`config.mk`:
```
export PLATFORM = sky130hd
export DESIGN_NAME = comparator_change_irq
export DESIGN_NICKNAME = d
export VERILOG_FILES = /design/src/cci_pkg.sv /design/src/comparator_change_irq.sv
export VERILOG_INCLUDE_DIRS = /design/src /design/src/src
export SDC_FILE = /design/constraint.sdc
export NUM_CORES = 1
export LEC_CHECK = 0
export BUFFER_PORTS_ARGS = -buffer_cell sky130_fd_sc_hd__buf_2
export CAP_MARGIN = 30
export CORE_AREA = 10 10 77 79
export CTS_BUF_LIST = sky130_fd_sc_hd__clkbuf_4 sky130_fd_sc_hd__clkbuf_8 sky130_fd_sc_hd__clkbuf_16
export DETAILED_ROUTE_END_ITERATION = 16
export DIE_AREA = 0 0 87 89
export GPL_ROUTABILITY_DRIVEN = 1
export PLACE_DENSITY = 0.88
export SETUP_SLACK_MARGIN = 0.4
export SYNTH_ARGS = -nofsm -noshare
export SYNTH_HDL_FRONTEND = slang
export SYNTH_SLANG_ARGS = --single-unit
```
`constraint.sdc`:
```
create_clock -name clock -period 1.6 [get_ports clock]
set_input_delay 0.16 -clock clock [delete_from_list [all_inputs] [get_ports clock]]
set_output_delay 0.16 -clock clock [all_outputs]
set_load 0.1 [all_outputs]
```
`src/cci_regs.svh`:
```
`ifndef CCI_REGS_SVH
`define CCI_REGS_SVH
// register byte offsets on the apb bus
`define CCI_CMPCTRL_OFF 12'h000
`define CCI_FLAGREG2_OFF 12'h004
`define CCI_ENREG2_OFF 12'h008
`define CCI_IRQCTRL_OFF 12'h00C
`define CCI_CONV1_OFF 12'h010
`define CCI_VREFCTRL_OFF 12'h014
`define CCI_IRQSTAT_OFF 12'h018
`define CCI_IRQMASK_OFF 12'h01C
// field positions
`define CCI_CMP2_OUTPUT_BIT 7
`define CCI_CMP1_OUTPUT_BIT 6
`define CCI_CFG_LSB 0
`define CCI_CHG_BIT 6
`define CCI_CMPIE_BIT 6
`define CCI_PERIPH_IRQ_ENABLE_BIT 6
`define CCI_GIE_BIT 7
`define CCI_VON_BIT 7
`define CCI_VOE_BIT 6
`define CCI_VRR_BIT 5
// reset values
`define CCI_CFG_RST 3'h7
`define CCI_PCFG_RST 4'h0
`define CCI_VREF_RST 8'h00
`endif

```
`src/cci_pkg.sv`:
```
package cci_pkg;
    // apb request bundle
    typedef struct packed {
        logic sel;
        logic enable;
        logic write;
        logic [11:0] addr;
        logic [31:0] wdata;
    } cci_apb_req_t;
    // sticky event bits in the system status register
    typedef struct packed {
        logic wake;
        logic change;
    } cci_evt_t;
endpackage

```
`src/comparator_change_irq.sv`:
```
`timescale 1ns/1ps
`include "cci_regs.svh"

// Contract
// - set change flag on any output change
// - comparator outputs readable at bits 7:6
// - flag sticks until software writes zero
// - writing one sets flag like change
// - interrupt needs all three enables set
// - flag still sets when interrupt disabled
// - change during control read may miss
// - control access refreshes reference copy
// - mismatch keeps setting flag
// - works in sleep, wakes when enabled
// - wake leaves control register unchanged
// - reset sets config field to 111
// - pins analog after reset, port field
// - reset clears vref control bits
// - wake leaves vref control unchanged
// - vref pin driven only when enabled
module comparator_change_irq (
    input wire logic clock,
    input wire logic rst,
    input wire logic psel,
    input wire logic penable,
    input wire logic pwrite,
    input wire logic [11:0] paddr,
    input wire logic [31:0] pwdata,
    output logic [31:0] prdata,
    output logic pready,
    output logic pslverr,
    input wire logic cmp1Raw,
    input wire logic cmp2Raw,
    input wire logic sleepMode,
    output logic cmpIrqReq,
    output logic wakeReq,
    output logic [2:0] cmpConfigField,
    output logic [3:0] portAnalogConfig,
    output logic [7:0] vrefControl,
    output logic vrefOutPinEn,
    output logic sysIrq
);
    cci_pkg::cci_apb_req_t req; // bundled bus request
    logic acc; // access phase
    logic wr; // write access
    logic rd; // read setup cycle, loads the read data flop
    logic [1:0] s1_q, s1_d; // first sync stage
    logic [1:0] s2_q, s2_d; // second sync stage
    logic [1:0] ref_q, ref_d; // reference copy of outputs
    logic chg_q, chg_d; // change flag
    logic cmpIe_q, cmpIe_d; // local enable
    logic periph_irq_enable_q, periph_irq_enable_d; // peripheral enable
    logic gIe_q, gIe_d; // global enable
    logic [2:0] cfg_q, cfg_d; // comparator config
    logic [3:0] pcfg_q, pcfg_d; // port analog config
    logic [7:0] vref_q, vref_d; // vref control
    cci_pkg::cci_evt_t st_q, st_d; // sticky status
    cci_pkg::cci_evt_t msk_q, msk_d; // status mask
    logic [31:0] rdata_q, rdata_d; // read data
    logic mismatch; // live differs from copy
    logic ctrlAcc; // control register touched
    logic irqOn; // gated interrupt

    // pack bus inputs
    always_comb begin
        req.sel = psel;
        req.enable = penable;
        req.write = pwrite;
        req.addr = paddr;
        req.wdata = pwdata;
    end

    // decode, zero wait states
    function automatic logic hit(input logic [11:0] a, input logic [11:0] off);
        hit = (a == off);
    endfunction

    assign acc = req.sel && req.enable;
    assign wr = acc && req.write;
    assign rd = req.sel && !req.enable && !req.write;
    assign pready = 1'b1;
    assign pslverr = 1'b0;

    // unmapped addresses read zero, writes ignored
    assign ctrlAcc = acc && hit(req.addr, `CCI_CMPCTRL_OFF);
    assign mismatch = (s2_q != ref_q);
    assign irqOn = chg_q && cmpIe_q && periph_irq_enable_q && gIe_q;

    // register words, one 32-bit word each, data in the low bits:
    //   control: live outputs at 7:6, comparator mode at 2:0
    //   flag two: change flag at 6, software loads it, a change sets it
    //   enable two: local comparator enable at 6
    //   interrupt control: global enable at 7, peripheral enable at 6
    //   converter one: port role field at 3:0, zero keeps pins analog
    //   vref control: whole byte, bit 6 drives the reference pin
    //   status: change at 0, wake at 1, a written one clears
    //   mask: same layout as status, a one masks the bit
    // every register answers in the first access cycle

    // hazards worth knowing:
    //   a change that meets a control access in one cycle is lost
    //   pins high at reset differ from the cleared copy and set the flag
    //   sleep gates no clock here, so all state keeps running asleep
    //   read data leaves a flop, built while the setup cycle stands
    //   writes land at the edge that ends the access cycle

    // write strobes, one per mapped register word
    logic wrCtrl; // control register write
    logic wrFlag; // flag register write
    logic wrEn; // local enable register write
    logic wrIrq; // interrupt control register write
    logic wrConv; // converter control register write
    logic wrVref; // vref control register write
    logic wrStat; // status register write, ones clear
    logic wrMask; // mask register write
    logic evtSet; // change event that sets flag and status
    logic wakeSet; // wake condition while asleep

    // decode each write once; unmapped offsets match none of them
    assign wrCtrl = wr && hit(req.addr, `CCI_CMPCTRL_OFF);
    assign wrFlag = wr && hit(req.addr, `CCI_FLAGREG2_OFF);
    assign wrEn = wr && hit(req.addr, `CCI_ENREG2_OFF);
    assign wrIrq = wr && hit(req.addr, `CCI_IRQCTRL_OFF);
    assign wrConv = wr && hit(req.addr, `CCI_CONV1_OFF);
    assign wrVref = wr && hit(req.addr, `CCI_VREFCTRL_OFF);
    assign wrStat = wr && hit(req.addr, `CCI_IRQSTAT_OFF);
    assign wrMask = wr && hit(req.addr, `CCI_IRQMASK_OFF);

    // a control access in the same cycle swallows the change
    assign evtSet = mismatch && !ctrlAcc;
    // waking needs the local enable only, not the global one
    assign wakeSet = sleepMode && chg_q && cmpIe_q;

    // synchroniser next values; the raw pins feed stage one only
    // stage one may go metastable, so no logic but stage two reads it
    always_comb begin
        s1_d = {cmp2Raw, cmp1Raw}; // asynchronous comparator pins
        s2_d = s1_q; // stage two is the only stage read
    end

    // synchroniser flops, cleared to the idle level of the pins
    always_ff @(posedge clock or posedge rst) begin
        if (rst) begin
            s1_q <= 2'h0;
            s2_q <= 2'h0;
        end else begin
            s1_q <= s1_d;
            s2_q <= s2_d;
        end
    end

    // reference copy follows the live outputs on any control access
    // the copy is what software last saw, give or take the sync delay
    always_comb begin
        ref_d = ref_q; // held between accesses
        if (ctrlAcc) begin
            ref_d = s2_q;
        end
    end

    // reference copy flop; cleared so pins high at reset raise a change
    always_ff @(posedge clock or posedge rst) begin
        if (rst) begin
            ref_q <= 2'h0;
        end else begin
            ref_q <= ref_d;
        end
    end

    // change flag: software loads it, a live mismatch sets it again
    // the written bit is loaded as is, so a one simulates a change
    always_comb begin
        chg_d = chg_q; // hardware never clears it
        if (wrFlag) begin
            chg_d = req.wdata[`CCI_CHG_BIT];
        end
        // set beats a clear in the same cycle, asleep or awake
        // hazard: a change caught by a control access is lost, see evtSet
        if (evtSet) begin
            chg_d = 1'b1;
        end
    end

    // change flag flop
    always_ff @(posedge clock or posedge rst) begin
        if (rst) begin
            chg_q <= 1'b0;
        end else begin
            chg_q <= chg_d;
        end
    end

    // local comparator enable, a plain read-write bit
    // the wake output needs only this enable
    always_comb begin
        cmpIe_d = cmpIe_q; // holds unless written
        if (wrEn) begin
            cmpIe_d = req.wdata[`CCI_CMPIE_BIT];
        end
    end

    // local enable flop, off after reset
    always_ff @(posedge clock or posedge rst) begin
        if (rst) begin
            cmpIe_q <= 1'b0;
        end else begin
            cmpIe_q <= cmpIe_d;
        end
    end

    // peripheral and global enables share one register word
    // both must be set, with the local enable, to raise the request
    always_comb begin
        periph_irq_enable_d = periph_irq_enable_q; // peripheral enable holds
        gIe_d = gIe_q; // global enable holds
        if (wrIrq) begin
            periph_irq_enable_d = req.wdata[`CCI_PERIPH_IRQ_ENABLE_BIT];
            gIe_d = req.wdata[`CCI_GIE_BIT];
        end
    end

    // peripheral and global enable flops, off after reset
    always_ff @(posedge clock or posedge rst) begin
        if (rst) begin
            periph_irq_enable_q <= 1'b0;
            gIe_q <= 1'b0;
        end else begin
            periph_irq_enable_q <= periph_irq_enable_d;
            gIe_q <= gIe_d;
        end
    end

    // comparator mode field; sleep and wake never touch it
    always_comb begin
        cfg_d = cfg_q; // holds unless written
        if (wrCtrl) begin
            cfg_d = req.wdata[`CCI_CFG_LSB +: 3]; // mode code
        end
    end

    // comparator mode flop, all comparators off after reset
    always_ff @(posedge clock or posedge rst) begin
        if (rst) begin
            cfg_q <= `CCI_CFG_RST;
        end else begin
            cfg_q <= cfg_d;
        end
    end

    // port roles and vref control; only bus writes move them
    always_comb begin
        pcfg_d = pcfg_q; // port roles hold
        vref_d = vref_q; // vref settings hold
        if (wrConv) begin
            pcfg_d = req.wdata[3:0];
        end
        if (wrVref) begin
            vref_d = req.wdata[7:0]; // whole control byte
        end
    end

    // port and vref flops; pins analog and vref off after reset
    always_ff @(posedge clock or posedge rst) begin
        if (rst) begin
            pcfg_q <= `CCI_PCFG_RST;
            vref_q <= `CCI_VREF_RST;
        end else begin
            pcfg_q <= pcfg_d;
            vref_q <= vref_d;
        end
    end

    // sticky status: written ones clear, events set, set wins
    // the wake event uses the same condition as the wake output
    always_comb begin
        st_d = st_q; // sticky by default
        if (wrStat) begin
            st_d = st_q & ~req.wdata[1:0]; // write one to clear
        end
        if (evtSet) begin
            st_d.change = 1'b1; // comparator change event
        end
        if (wakeSet) begin
            st_d.wake = 1'b1; // wake event while asleep
        end
    end

    // status flops, nothing pending after reset
    always_ff @(posedge clock or posedge rst) begin
        if (rst) begin
            st_q <= 2'h0;
        end else begin
            st_q <= st_d;
        end
    end

    // interrupt mask, same layout as status
    always_comb begin
        msk_d = msk_q; // holds unless written
        if (wrMask) begin
            msk_d = req.wdata[1:0]; // a one masks the bit
        end
    end

    // mask flops, every bit unmasked after reset
    always_ff @(posedge clock or posedge rst) begin
        if (rst) begin
            msk_q <= 2'h0;
        end else begin
            msk_q <= msk_d;
        end
    end

    // read data is built in the setup cycle so prdata leaves a flop
    // live outputs are those at setup, one cycle before the copy refresh
    always_comb begin
        rdata_d = rdata_q; // held through the access cycle
        if (rd) begin
            rdata_d = 32'h0; // unused bits read zero
            case (req.addr)
                `CCI_CMPCTRL_OFF: begin
                    rdata_d[`CCI_CMP2_OUTPUT_BIT] = s2_q[1];
                    rdata_d[`CCI_CMP1_OUTPUT_BIT] = s2_q[0];
                    rdata_d[`CCI_CFG_LSB +: 3] = cfg_q;
                end
                `CCI_FLAGREG2_OFF: begin
                    rdata_d[`CCI_CHG_BIT] = chg_q;
                end
                `CCI_ENREG2_OFF: begin
                    rdata_d[`CCI_CMPIE_BIT] = cmpIe_q;
                end
                `CCI_IRQCTRL_OFF: begin
                    rdata_d[`CCI_PERIPH_IRQ_ENABLE_BIT] = periph_irq_enable_q;
                    rdata_d[`CCI_GIE_BIT] = gIe_q;
                end
                `CCI_CONV1_OFF: begin
                    rdata_d[3:0] = pcfg_q;
                end
                `CCI_VREFCTRL_OFF: begin
                    rdata_d[7:0] = vref_q;
                end
                `CCI_IRQSTAT_OFF: begin
                    rdata_d[1:0] = st_q;
                end
                `CCI_IRQMASK_OFF: begin
                    rdata_d[1:0] = msk_q;
                end
                default: begin
                    rdata_d = 32'h0; // unmapped offsets read zero
                end
            endcase
        end
    end

    // read data flop
    always_ff @(posedge clock or posedge rst) begin
        if (rst) begin
            rdata_q <= 32'h0;
        end else begin
            rdata_q <= rdata_d;
        end
    end

    // outputs; data leave flops, interrupt lines are gates of flops
    // the interrupt lines settle within the cycle after their flops
    assign prdata = rdata_q; // read data from its flop
    assign cmpIrqReq = irqOn;
    assign wakeReq = wakeSet;
    assign cmpConfigField = cfg_q; // comparator mode field
    assign portAnalogConfig = pcfg_q; // port role field
    assign vrefControl = vref_q; // whole vref control byte
    assign vrefOutPinEn = vref_q[`CCI_VOE_BIT];
    // a set status bit whose mask bit is clear raises the line
    assign sysIrq = |(st_q & ~msk_q);
endmodule // comparator_change_irq

```
Word-level counts from Yosys, hierarchy flattened
Index checks and enable logic that the tools add are counted.

Register bits: 37. Input port bits: 52.

Equality and inequality tests: 8. Multiplexer cells: 11. Bitwise operators: 4. Reduce and logical (&&, ||, !) cells: 27.

Operators with widths (count): 12-bit by 5-bit equality test with 1-bit output, second input constant (4); 12-bit by 4-bit equality test with 1-bit output, second input constant (2); 1-bit logical AND (19); 12-bit by 3-bit equality test with 1-bit output, second input constant (1); 12-bit zero test (1); 2-bit one-hot mux with 5 select lines (1); 1-bit one-hot mux with 3 select lines (2); 2-bit nonzero test (3); 1-bit one-hot mux with 5 select lines (1); 2-bit AND (2); 1-bit 2-to-1 mux (4); 2-bit 2-to-1 mux (2); 2-bit inverter (2); 1-bit zero test (3); 2-bit inequality test (1); 1-bit one-hot mux with 2 select lines (1); 2-bit OR reduction (1).

Logic depth before layout (Yosys ltp)
Depth in word-level cells: 5. Mapped depth: 5.

Worst setup path after synthesis
No wires, ideal clock.

Path kind: register to output. From: reg st_q[1] (netlist name). To: out sysIrq. Arrival time: 1851 ps. Data required time: 1440 ps. Slack: -411 ps. Cell stages (with the launch flop): 3. Cell sequence: dfrtp_1 -> inv_1 -> o22ai_1.

Word-level cells in the longest chain between the ends: 2.

RTL lines: start: declaration (line comparator_change_irq.sv:57) `cci_pkg::cci_evt_t st_q, st_d;`; start signal: assignment (line comparator_change_irq.sv:293) `st_q <= st_d;`; 2-bit AND (line comparator_change_irq.sv:374) `assign sysIrq = |(st_q & ~msk_q);`; 2-bit OR reduction (line comparator_change_irq.sv:374); end: declaration (line comparator_change_irq.sv:41) `output logic sysIrq`.

Every way passes these cells.

Final worst setup path
From: reg pcfg_q[1] (netlist: portAnalogConfig[1]). To: reg rdata_q[1] (netlist: prdata[1]).

Word-level cells in the longest chain between the ends: 1.

RTL lines: start: declaration (line comparator_change_irq.sv:55) `logic [3:0] pcfg_q, pcfg_d;`; start signal: assignment (line comparator_change_irq.sv:265) `` pcfg_q <= `CCI_PCFG_RST; ``; start signal: assignment (line comparator_change_irq.sv:268) `pcfg_q <= pcfg_d;`; 2-bit one-hot mux with 5 select lines (line comparator_change_irq.sv:320) `case (req.addr)`; end signal: assignment (line comparator_change_irq.sv:360) `rdata_q <= rdata_d;`; end: declaration (line comparator_change_irq.sv:59) `logic [31:0] rdata_q, rdata_d;`.

Every way passes these cells. A chain may end at the register's enable or synchronous reset.

==> results.md <==
* Status: completed
* Overall Power at 2220 uW
* Pleak at ~0.0014 uW
* Peak supply drop at roughly 0.38 mV
* Slew Limit Fails at 0
* Pwr dens at ~750 nW/um^2
* Post-synthesis mux area share at 0.180
* Share of Yosys cell area claimed by the top area cell type at 0.436
* # rows at 25
* Drt total wl at 6280 um
* Clk slew on worst S/H paths at around 0.08 ns
* Fin crit share at 0.924
* Initial DRT Pass Iterations at 4
* Nets@finish at 301
* Count of final hold-check violations at 0
* Met1 usage at 0.148
* Syn Inst Count at around 170
* Total congestion overflow at 0
* Clk_skew at 0.00718 ns
* Multi-input gate area at between 1000 and 1500 um^2
* Die Area at between 7000 and 8000 um^2
* Sequential fraction of the synthesis area at 0.477
* Clock Sinks at 37
* Synth unique cells at 39
* Top Ports at about 110
* Simple-gate share of the synthesized area at 0.145
* Iter 0 DRT Violations at ~120
* Number of global-route vias before repair at around 1.7k
* # diodes at 0
* Final setup vio count at 0
* Routing usage on met3 at 0.0501
* Crit path cell chain: mux4_2, nor2b_4, a221o_1
* Tightest Hold Check Type: in2reg
* Post-route minimum period at ~1.5 ns
* Largest net degree at the start of global routing at 38
* First-pass GRT wire length at roughly 9000 um
* Largest family of logic cells by synthesized area: multiplexers
* Wirelength per Cell at about 21 um
* GPL Wtd Cong at between 0.8 and 0.9
* Worst reg-to-reg path cell count at 3
* Layout cells sized above 1 at 0.612
* CP Max Fanout at 3
* Clk Latency, worst-skew pair at just under 0.3 ns
* Post-Synth Adder-Cell Area at 0
* Final std cells w/o fill at 304
* Via count at 1589
* Die W at just under 90 um
* Netlist Area Pre-Place at approximately 2000 um^2
* Fillers at 309
* Post-route ant nets at 0
* PortBufs at 54
* Finished Core Util at 0.653
* Yosys warning total at 0
* Root buffer cell: clkbuf_8
* CP arrival at between 1.5 and 2 ns
* FMAX at slightly below 700 MHz
* Syn Area/Cell at roughly 12 um^2
* Post-synth EDFFs at 0
* Crit path largest cell delay at 0.49 ns
* Critical path's slowest cell: dfrtp_4
* Top Usage Layer GRT: met2
* CTS Buf Count at 5
* Initial Utilization at 0.430
* CTS tree: yes
* Overall die height at about 89 um
* CP startpoint kind: flop
* Post-synth top area cell: dfrtp_1
* Complex-gate fraction of the synthesized area at 0.0661
* Placed Cells at ~280
* Number of max-cap violations at 0
* Asr flop ratio synth at 1.00
* Sequential Area at a little under 1000 um^2
* CP Class: reg2reg
* CTS Buffer Depth at 2
* Drt drc at 0
* Reg2Reg Setup Slack at roughly 0.12 ns
* CP required at around 1.8 ns
* Hold path depth at 2
* Overall Global Routing Usage at 0.148
* Post-DP HPWL at approximately 4000 um
* Post-synthesis xor/xnor area fraction at 0.00898
* Ys flop type: dfrtp_1
* Leading post-synthesis cells by cell area: dfrtp_1, buf_4, mux2_2
* Placeable Area at ~4500 um^2
* Met2 Use GR at 0.268
* H-Tree Depth at 2
* Initial antenna violation count at 0
* Area Growth Syn to Fin at 51.8%
* Vias per cell at 5.23
* Synth Register Bits at 37
* Critical path capture point type: flop
* RSZ-0062 raised after global routing: yes
-- cell type report --
type,instances,share of cell area
Tap cell,54,0.0228
Timing Repair Buffer,83,0.252
Multi-Input combinational cell,117,0.352
Sequential cell,37,0.327
Clock buffer,6,0.0279
Clock inverter,2,0.0127
Inverter,5,0.00634
-- per-stage QoR --
| step | area, um^2 | setup WS (ns) | setup TNS [ns] | hold slack (ns) |
|---|---|---|---|---|
| after CTS | 2820 | 0.119 | 0 | 0.0991 |
| after global placement | 2360 | -0.0783 | -0.826 | 0.279 |
| final | 2960 | 0.121 | 0 | 0.102 |
| after floorplan | 2150 | 0.0155 | 0 | 0.191 |
| after detailed placement | 2360 | -0.109 | -1.53 | 0.279 |
| after global routing | 2960 | 0.114 | 0 | 0.0969 |
-- report_power, final --
| part | internal, uW | switching (uW) |
|---|---|---|
| Clock | 506 | 338 |
| Sequential | 941 | 4.53 |
| Combinational | 67.4 | 365 |
| Total | 1510 | 707 |
-- sequential cells by signal, summed over array words and instances, names as in the netlist, 2 cells and up --
signal / cells
vrefControl: 8
prdata: 8
cmpConfigField: 3
ref_q: 2
portAnalogConfig: 4
msk_q: 2
s2_q: 2
s1_q: 2
st_q: 2
-- placed cells by master (no fill, tap or decap), types with 2 or more instances in the layout --
master	instances
buf_4	29
conb_1	26
buf_2	26
mux2_4	21
dfrtp_1	20
buf_6	14
nand2_1	10
buf_12	9
dfrtp_4	7
dfrtp_2	7
clkbuf_8	6
inv_1	5
nor2_4	4
nand4_1	3
nor2_1	3
nor2b_4	3
mux4_2	3
dlygate4sd3_1	3
nor3_4	2
nor3b_1	2
nor3_1	2
or3b_2	2
nand2b_1	2
nand3_1	2
o21ai_0	2
xor2_1	2
o22ai_2	2
o21ai_2	2
a221o_1	2
o31ai_1	2
a22o_1	2
dfstp_2	2
buf_8	2
-- kinds of logic after synthesis --
logic type,count (synthesis)
AOI/OAI and AO/OA,18
xor gates and xnor gates,2
buffers and inverters,35
DFF,37
muxes,27
other,2
and+or+nand+nor,44
-- worst paths after layout --
kind	end	start
min in group asynchronous	msk_q[0]$_DFFE_PP0P_	rst
min	vrefControl[5]$_DFFE_PP0P_	pwdata[5]
max reg2reg	prdata[1]$_DFFE_PP0P_	portAnalogConfig[1]$_DFFE_PP0P_
max	prdata[1]$_DFFE_PP0P_	portAnalogConfig[1]$_DFFE_PP0P_
max in group asynchronous	vrefControl[1]$_DFFE_PP0P_	rst
min reg2reg	s2_q[0]$_DFF_PP0_	s1_q[0]$_DFF_PP0_
-- critical path: cells and delay by family, from the launching register on --
| kind | cells | cell delay [ns] |
|---|---|---|
| multiplexers | 1 | 0.48 |
| flip-flops | 1 | 0.49 |
| AND/OR/NAND/NOR | 1 | 0.14 |
| AO/OA/AOI/OAI | 1 | 0.25 |
-- repair_timing --
action | CTS | global route
endpoints found under the setup margin | 54 | 45
hold buffers | 3 | 0
buffers inserted | 7 | 7
gates resized for setup | 70 | 27
pin swaps | 8 | 9
hold endpoints to repair | 36 | 0
cloned | 0 | 0
-- synthesized netlist by cell type (all sizes together) (3+ instances only) --
master and instances:
dfstp 3, mux4 3, nor2b 4, mux2 22
nand4 4, nor3 4, nor2 8, buf 29
o21ai 5, inv 5, dfrtp 34, nand2 10
-- per-layer routing --
layer,up-vias,wire (um)
met3,13,491
met2,80,3470
met4,0,138
met1,796,2180
met5,-,0
li1,700,-
(Power assumes the default switching activity.)
